[src/logic/block_move_pkg.sv]
package block_move_pkg;
    localparam int ADDR_W = 16;
    localparam int DATA_W = 8;
    localparam int FIFO_DEPTH = 8;
    localparam int BASE_STATES = 8;
    localparam int STATES_PER_BYTE = 8;
    localparam logic [15:0] COUNT_ZERO = 16'h0000;
    localparam logic [15:0] STEP_ONE = 16'h0001;
    localparam logic [15:0] BYTE_MASK = 16'h00ff;

    typedef enum logic {
        block_move_byte_count,
        block_move_word_count
    } move_kind_t;

    typedef struct packed {
        logic [15:0] count;
        logic [ADDR_W-1:0] src;
        logic [ADDR_W-1:0] dst;
    } move_regs_t;

    typedef struct packed {
        logic rdReq;
        logic wrReq;
        logic [ADDR_W-1:0] addr;
        logic [DATA_W-1:0] wdata;
    } mem_req_t;
endpackage

[src/logic/block_move_sequencer.sv]
module block_move_sequencer
    import block_move_pkg::*;
#(
    parameter int CYCLE_W = 24
) (
    input wire logic clk_sys,
    input wire logic rst,
    input wire logic start,
    input wire move_kind_t kind,
    input wire move_regs_t regsIn,
    input wire logic [7:0] ccrIn,
    output mem_req_t memReq,
    input wire logic memReady,
    input wire logic rdValid,
    input wire logic [DATA_W-1:0] rdData,
    output move_regs_t regsOut,
    output logic [7:0] ccrOut,
    output logic busy,
    output logic done,
    output logic [CYCLE_W-1:0] stateCount
);
    if (CYCLE_W < 20) begin
        $error("CYCLE_W too small for a full 16-bit count");
    end

    localparam int CREDIT_W = $clog2(FIFO_DEPTH) + 1;

    typedef enum logic [1:0] {
        IDLE,
        READ,
        WRITE,
        FINISH
    } phase_t;

    typedef struct packed {
        phase_t phase;
        move_regs_t regs;
        logic [ADDR_W-1:0] rdAddr;
        logic [15:0] rdLeft;
        logic [7:0] ccr;
        logic done;
        logic [CYCLE_W-1:0] cycles;
        move_kind_t kind;
        logic [CREDIT_W-1:0] credit;
        logic [CYCLE_W-1:0] budget;
    } seq_state_t;

    seq_state_t st;
    seq_state_t next_st;
    logic fifoInReady;
    logic fifoOutValid;
    logic [DATA_W-1:0] fifoOutData;
    logic fifoPop;
    logic issueRead;
    logic readTaken;
    logic [15:0] startCount;

    function automatic logic [15:0] eff_count(move_kind_t k,
                                              logic [15:0] c);
        // The byte variant sees only the low byte of the count.
        return (k == block_move_byte_count) ? (c & BYTE_MASK) : c;
    endfunction

    // ===================================================================
    // Read-ahead buffer between source reads and destination writes.
    // ===================================================================
    byte_fifo #(
        .WIDTH(DATA_W),
        .DEPTH(FIFO_DEPTH)
    ) u_fifo (
        .clk_sys(clk_sys),
        .rst(rst),
        .inValid(rdValid),
        .inReady(fifoInReady),
        .inData(rdData),
        .outValid(fifoOutValid),
        .outReady(fifoPop),
        .outData(fifoOutData)
    );

    // Reads in flight plus bytes held never exceed the buffer, so no
    // answer can arrive while it is full.
    assign issueRead = (st.phase == READ) && (st.rdLeft != COUNT_ZERO)
                       && (st.credit != CREDIT_W'(FIFO_DEPTH))
                       && fifoInReady && !rdValid;
    assign readTaken = issueRead && memReady;
    assign startCount = eff_count(kind, regsIn.count);
    assign fifoPop = (st.phase == READ) && fifoOutValid && !issueRead
                     && memReady;

    // ===================================================================
    // Sequencer.
    // ===================================================================
    always_comb begin
        next_st = st;
        next_st.done = 1'b0;
        if (st.phase != IDLE) begin
            next_st.cycles = st.cycles + 1'b1;
        end
        unique case (st.phase)
            IDLE: begin
                if (start) begin
                    // The byte variant leaves the upper count byte alone.
                    next_st.regs = regsIn;
                    next_st.kind = kind;
                    next_st.rdAddr = regsIn.src;
                    next_st.rdLeft = startCount;
                    next_st.ccr = ccrIn;
                    next_st.cycles = CYCLE_W'(1);
                    next_st.credit = '0;
                    next_st.budget = CYCLE_W'(BASE_STATES)
                        + CYCLE_W'(STATES_PER_BYTE) * CYCLE_W'(startCount);
                    // Zero count moves nothing and only waits out the base.
                    if (startCount == COUNT_ZERO) begin
                        next_st.phase = WRITE;
                    end else begin
                        next_st.phase = READ;
                    end
                end
            end
            READ: begin
                if (readTaken) begin
                    next_st.rdAddr = st.rdAddr + STEP_ONE;
                    next_st.rdLeft = st.rdLeft - STEP_ONE;
                    next_st.credit = st.credit + 1'b1;
                end
                if (fifoPop) begin
                    // One byte moved: both pointers up, count down.
                    next_st.regs.src = st.regs.src + STEP_ONE;
                    next_st.regs.dst = st.regs.dst + STEP_ONE;
                    next_st.regs.count = st.regs.count - STEP_ONE;
                    next_st.credit = st.credit - 1'b1;
                    if (eff_count(st.kind, st.regs.count) == STEP_ONE) begin
                        next_st.phase = WRITE;
                    end
                end
            end
            WRITE: begin
                // Pad to the base-plus-per-byte budget; a slow bus only adds.
                if (st.cycles >= st.budget - CYCLE_W'(1)) begin
                    next_st.phase = FINISH;
                end
            end
            FINISH: begin
                next_st.phase = IDLE;
                next_st.done = 1'b1;
            end
        endcase
    end

    always_ff @(posedge clk_sys or posedge rst) begin
        if (rst) begin
            st <= '0;
        end else begin
            st <= next_st;
        end
    end

    always_comb begin
        memReq = '0;
        if (issueRead) begin
            memReq.rdReq = 1'b1;
            memReq.addr = st.rdAddr;
        end else if (fifoPop) begin
            memReq.wrReq = 1'b1;
            memReq.addr = st.regs.dst;
            memReq.wdata = fifoOutData;
        end
    end

    assign regsOut = st.regs;
    assign ccrOut = st.ccr;
    assign busy = (st.phase != IDLE);
    assign done = st.done;
    // Documented state count for the run just started or finished.
    assign stateCount = st.budget;
endmodule

[src/logic/byte_fifo.sv]
module byte_fifo #(
    parameter int WIDTH = 8,
    parameter int DEPTH = 8
) (
    input wire logic clk_sys,
    input wire logic rst,
    input wire logic inValid,
    output logic inReady,
    input wire logic [WIDTH-1:0] inData,
    output logic outValid,
    input wire logic outReady,
    output logic [WIDTH-1:0] outData
);
    localparam int AW = $clog2(DEPTH);

    if (DEPTH < 2 || (1 << AW) != DEPTH) begin
        $error("byte_fifo depth must be a power of two");
    end

    typedef struct packed {
        logic [DEPTH-1:0][WIDTH-1:0] mem;
        logic [AW-1:0] rp;
        logic [AW-1:0] wp;
        logic [AW:0] level;
    } fifo_state_t;

    fifo_state_t st;
    fifo_state_t next_st;
    logic push;
    logic pop;

    assign inReady = (st.level != DEPTH[AW:0]);
    assign outValid = (st.level != '0);
    assign outData = st.mem[st.rp];
    assign push = inValid && inReady;
    assign pop = outValid && outReady;

    always_comb begin
        next_st = st;
        if (push) begin
            next_st.mem[st.wp] = inData;
            next_st.wp = st.wp + 1'b1;
        end
        if (pop) begin
            next_st.rp = st.rp + 1'b1;
        end
        if (push && !pop) begin
            next_st.level = st.level + 1'b1;
        end else if (pop && !push) begin
            next_st.level = st.level - 1'b1;
        end
    end

    always_ff @(posedge clk_sys or posedge rst) begin
        if (rst) begin
            st <= '0;
        end else begin
            st <= next_st;
        end
    end
endmodule

[config.mk]
export PLATFORM = sky130hd
export DESIGN_NAME = block_move_sequencer
export DESIGN_NICKNAME = d
export VERILOG_FILES = /design/src/logic/block_move_pkg.sv /design/src/logic/block_move_sequencer.sv /design/src/logic/byte_fifo.sv
export SDC_FILE = /design/constraint.sdc
export NUM_CORES = 1
export LEC_CHECK = 0
export BUFFER_PORTS_ARGS = -buffer_cell sky130_fd_sc_hd__buf_4
export CORE_AREA = 2 2 165 167
export DETAILED_ROUTE_END_ITERATION = 8
export DIE_AREA = 0 0 167 169
export PLACE_DENSITY = 0.69
export SKIP_CTS_REPAIR_TIMING = 1
export SYNTH_ARGS = -nofsm -noshare
export SYNTH_HDL_FRONTEND = slang
export SYNTH_SLANG_ARGS = --single-unit
[constraint.sdc]
create_clock -name clk_sys -period 9.6 [get_ports clk_sys]
set_clock_uncertainty 0.1 [all_clocks]
set_input_delay 0.48 -clock clk_sys [delete_from_list [all_inputs] [get_ports clk_sys]]
set_output_delay 0.48 -clock clk_sys [all_outputs]
set_load 0.01 [all_outputs]
==> impl_metrics.csv, run 1 <==
group,metric,value,unit
timing,rsz0062_at_grt,"false",
yosys,post_synth.cell_area_avg,9.43,sq um
setup_path,cp_slowest_cell,"a211oi_4",
placement,place_ws,5.65,ns
placement,globalplace.congestion,0.858,
setup_path,worstSetupStartpointType,"flop",
setup_path,cpPeakStageDelay,0.79,ns
route,ant_nets,0,
timing,relSlewSlack,20.1,%
finish,antenna_cells,0,
placement,dpl.cell_count,1742,
timing,maxSlewViolCount,0,
setup_path,cp.required,9.02,ns
die,rows,60,
finish,layout-drive-gt1-share,22.8,%
grt,grt_overflow,0,
route,drt-initial-drc-count,987,
timing,period_share,45.2,%
setup_path,crit_family,"compound AO/OA/AOI/OAI gates",
grt,grt_max_degree,131,
yosys,synth-seq-cells,211,
power,power,4.84,mW
placement,dp_hpwl,22800,um
yosys,ys_seq_area_share,41.3,%
yosys,ys.warnings.count,0,
die,fp.dieW,167,um
route,wl,33700,um
yosys,synth-edff-count,0,
die,die_area,28200,sq um
clock_tree,cts-htree-levels,1,
yosys,post-synth-top-count-cell,"dfrtp_1",
timing,setup_slack,5.26,ns
power,ir_drop,189,uV
finish,area_growth,14.7,%
route,vias,10592,
die,initial_core_util,48.3,%
route,detail_route.wl_per_cell,18.9,um
setup_path,worst-path-buf-inv,5,
placement,dpl_cell_area,13800,sq um
power,leakagePower,6.42,nW
clock_tree,cts_tree,"yes",
timing,fin_setup_tns,0,ns
route,detail_route.first_pass.iterations,5,
setup_path,worstPathCellList,"inv_1 -> ha_4 -> inv_1 -> buf_4 -> a2111oi_4 -> a211oi_4 -> inv_2 -> o21ai_0 -> buf_4",
status,outcome,"complete, no violations",
die,coreArea,26500,sq um
setup_path,arrival,3.76,ns
placement,port_buffers,170,
grt,antenna_found_initial,0,
grt,grt_pass1_wl,54500,um
route,vias_per_cell,5.93,
timing,tightest_slew,1.19,ns
grt,grt_pass1_vias,10260,
timing,fmax,230,MHz
power,cellPowerDensity,330,nW/um^2
route,drc,0,
yosys,async_reset_ff_share,100,%
finish,fin_util,55.4,%
finish,finalNonFillerCells,1787,
worst_hold_path,hp-class,"primary input to async pin",
timing,finalHoldViolCount,0,
finish,stdcell_area,14700,sq um
finish,final_nets,1542,
grt,grt_use_total,23.5,%
yosys,ys_top_cells_by_count,"dfrtp_1 (211), nand2_1 (159), o21ai_0 (110)",
die,chipHeight,169,um
clock_tree,worstSkewPairLatency,0.54,ns
timing,hold_ws,0.0261,ns
clock_tree,clock_path_buffers,3,
yosys,syn-cell-area,12800,sq um
yosys,synth_top_area_share,41.3,%
die,pin_count,178,
yosys,synth_cells,1357,
clock_tree,cts.sinks,211,
timing,period_needed,4.34,ns
yosys,yosysTopAreaCell,"dfrtp_1",
setup_path,critPathKind,"flop to primary output",
clock_tree,cts_made_buffers,25,
setup_path,cp_max_fo,48,
clock_tree,path_clk_slew,0.06,ns
clock_tree,cts_root_buf,"clkbuf_16",
finish,fillers,2338,
yosys,synthTopCellsByArea,"dfrtp_1 (41%), mux2_2 (5.7%), buf_4 (4.8%)",
yosys,synth_cell_type_count,78,
timing,setup_viol,0,
job,max_cap_viol_count,0,
setup_path,cp-end-kind,"primary output",
yosys,synth_ff_type,"dfrtp_1",
cell usage in the layout (no fill, tap or decap), types with 14 or more instances in the layout:
cell       Yosys  layout
dfrtp_1      211     211
buf_4         81     182
nand2_1      159     159
o21ai_0      110     110
nor2_1        81      81
a21oi_1       81      81
mux2_2        65      65
inv_1         51      50
ha_1          42      41
nand3_1       40      40
xnor2_1       27      27
nand4_1       26      26
nor3_1        25      25
clkbuf_16      0      25
a22o_1        19      19
a31oi_1       17      17
o21ai_1       17      17
xor2_1        16      16
mux4_2        16      16
mux2i_1       14      14
power by group:
group | internal, mW | switching [mW]
registers | 1.27 | 0.410
clock network | 0.655 | 0.393
logic | 0.975 | 1.14
total | 2.90 | 1.94
routing by layer:
metal	GRT usage, %	part of all wire (%)	vias up
met2	38.2	47	398
met5	0	0	-
met3	4.23	6.9	58
met4	7.08	2.4	0
li1	-	-	4978
met1	32.2	44	5158
worst register-to-register path, delay by kind of cell (launching register included):
family,cells,cell delay (ns)
buffers and inverters,4,1.10
AOI/OAI and AO/OA,3,1.03
adders and majority gates,2,0.79
and+or+nand+nor,1,0.50
DFF,1,0.39
registers in the layout (all words and copies together), names as in the netlist:
name,flops
st,63
stateCount,17
regsOut,48
done,1
ccrOut,8
u_fifo.st,74
worst paths after layout:
path                            from              to  slack (ns)  cells past startpoint
max                          st[143]       memReq[8]        5.26                      9
min                              rst            done        0.03                      2
max reg2reg                  st[143]          st[25]        5.62                     10
min reg2reg                ccrOut[3]       ccrOut[3]        0.37                      2
max in group asynchronous        rst  stateCount[16]        7.68                      3
min in group clk_sys        ccrIn[0]       ccrOut[0]        0.03                      3
layout make-up:
type | count | area (sq um) | share of cell area [%]
Clock buffer | 36 | 717 | 4.89
Multi-Input combinational cell | 954 | 6480 | 44.2
Inverter | 54 | 213 | 1.45
Tap cell | 341 | 427 | 2.91
Clock inverter | 9 | 189 | 1.29
Timing Repair Buffer | 182 | 1370 | 9.31
Sequential cell | 211 | 5280 | 36.0
cell families after synthesis:
logic type,Yosys count,share of synthesized area (%)
other cells,1,0.0293
flops,211,41.3
simple gates,416,15.8
xor+xnor,43,2.94
compound gates,347,17.3
fa+ha+maj,44,4.42
mux,97,9.81
buf+inv,198,8.40
(Power assumes the default switching activity.)
==> inputs of run 2 (changes only) <==
- clock period: 9.6 -> 4.1 ns (I/O delays scaled with it)
==> run 2 against run 1 <==
Count of clock-buffer cells in the layout decreased by 1. Via count is 2.1% higher. Critical endpoint is now st[142]. Largest power group unchanged. Sequential cell count unchanged. Final area grew 3.4%. Sequential share of layout area down 1.2 points. Die area stayed put. First-iteration DRC count decreased by 7.7%. The run now ends with hold timing left. Non-clock buffer count increased by 65. Final cell count grew 3.4%. Clock power increased by 100%.
==> impl_metrics.csv, run 2 (synthesized netlist as in run 1, its figures left out) <==
group,metric,value,unit
timing,tightest_slew,0.896,ns
setup_path,critPathMostFrequentCell,"nor4_1",
timing,setup_slack,0.440,ns
grt,grt_max_degree,151,
setup_path,cpPeakStageDelay,0.44,ns
die,chipHeight,169,um
grt,grt_overflow,0,
die,initial_core_util,48.3,%
setup_path,cp_max_fo,6,
die,die_area,28200,sq um
setup_path,crit_family,"simple AND/OR/NAND/NOR gates",
die,fp.dieW,167,um
status,violations,"hold timing",
clock_tree,path_clk_slew,0.06,ns
die,rows,60,
setup_path,worstPathCellList,"nor4_1 -> nand2_1 -> nor3_1 -> nand2b_1 -> nor4_1 -> xnor2_1 -> ha_1 -> a21oi_1 -> nor2b_1 -> nor4_1 -> o31ai_1 -> o221ai_2 -> mux2_1",
route,wl,34800,um
finish,register_area,5280,sq um
timing,relSlewSlack,39.9,%
grt,antenna_found_initial,0,
clock_tree,cts_tree,"yes",
timing,maxSlewViolCount,0,
clock_tree,cts_made_buffers,24,
finish,regMostFlops,"u_fifo.st",
worst_hold_path,hp-class,"primary input to flop",
placement,port_buffers,170,
finish,final_common_cell,"dfrtp_1",
placement,place_ws,0.554,ns
finish,area_growth,18.6,%
setup_path,worst-path-buf-inv,0,
setup_path,cp-end-kind,"flop",
grt,grt_pass1_vias,10090,
placement,globalplace.congestion,0.869,
finish,final_cell_mix,"dfrtp_1 (211), buf_4 (190), nand2_1 (159)",
route,drt-initial-drc-count,911,
clock_tree,cts_root_buf,"clkbuf_16",
clock_tree,cts-htree-levels,1,
timing,fmax,273,MHz
power,leakagePower,6.63,nW
route,detail_route.first_pass.iterations,5,
job,max_cap_viol_count,0,
finish,largest_reg_flops,74,
timing,setup_viol,0,
power,power,11.1,mW
clock_tree,cts.sinks,211,
die,coreArea,26500,sq um
route,ant_nets,0,
finish,final_nets,1606,
finish,multi_input_area,6480,sq um
route,detail_route.wl_per_cell,18.9,um
finish,layout-drive-gt1-share,22.2,%
setup_path,cp.required,4.40,ns
placement,dp_hpwl,23300,um
setup_path,cp_slowest_cell,"dfrtp_1",
setup_path,arrival,3.96,ns
timing,rsz0062_at_grt,"false",
route,vias_per_cell,5.85,
grt,grt_pass1_wl,54800,um
setup_path,critPathKind,"flop to flop",
route,vias,10819,
timing,finalHoldViolCount,4,
finish,fillers,2285,
timing,fin_setup_tns,0,ns
route,drc,0,
timing,hold_ws,-0.0279,ns
clock_tree,worstSkewPairLatency,0.53,ns
status,outcome,"finished, violations left",
power,cellPowerDensity,733,nW/um^2
die,pin_count,178,
setup_path,worstSetupStartpointType,"flop",
timing,period_needed,3.66,ns
finish,antenna_cells,0,
power,ir_drop,540,uV
finish,fin_util,57.3,%
timing,period_share,89.3,%
grt,grt_use_total,23.8,%
clock_tree,clock_path_buffers,3,
run 2: worst min-delay path, stage by stage:
cell and delay (ns):
buf_4 0.13, a21oi_1 0.07, o22ai_1 0.13
run 2: worst paths after layout:
kind,start,endpoint,slack (ns),cells past startpoint
min reg2reg,ccrOut[5],ccrOut[5],0.38,2
min,regsIn[40],st[70],-0.03,3
max in group asynchronous,rst,regsOut[37],2.86,4
max reg2reg,stateCount[5],st[142],0.44,13
min in group asynchronous,rst,u_fifo.st[12],0.36,4
max,stateCount[5],st[142],0.44,13
run 2: per-layer routing:
metal  share of wire [%]  vias up  wire length [um]  GRT usage, %
met1                  44     5276             15300          33.4
met2                  47      394             16500          38.5
met5                   0        -                 0             0
met3                 6.4       56              2230          3.72
li1                    -     5093                 -             -
met4                 2.4        0               828          6.82
run 2: where the power goes:
part / switching [mW] / leakage (nW) / total [mW] / internal [mW]
Combinational: 2.68 / 3.61 / 5.03 / 2.35
Clock: 0.879 / 0.380 / 2.15 / 1.27
Sequential: 0.981 / 2.64 / 3.94 / 2.96
run 2: through the flow:
step,std cells,area [sq um]
2_1_floorplan,1363,12800
3_3_place_gp,1751,13800
3_5_place_dp,1751,13800
4_1_cts,1792,14600
5_1_grt,1848,15200
6_report,1848,15200
run 2: final cells by class:
cell class	instances	area share, %
clock buffer	35	4.49
tap	341	2.81
sequential	211	34.8
multi-input combinational	954	42.7
timing repair buffer	247	13.2
clock inverter	6	0.602
inverter	54	1.38
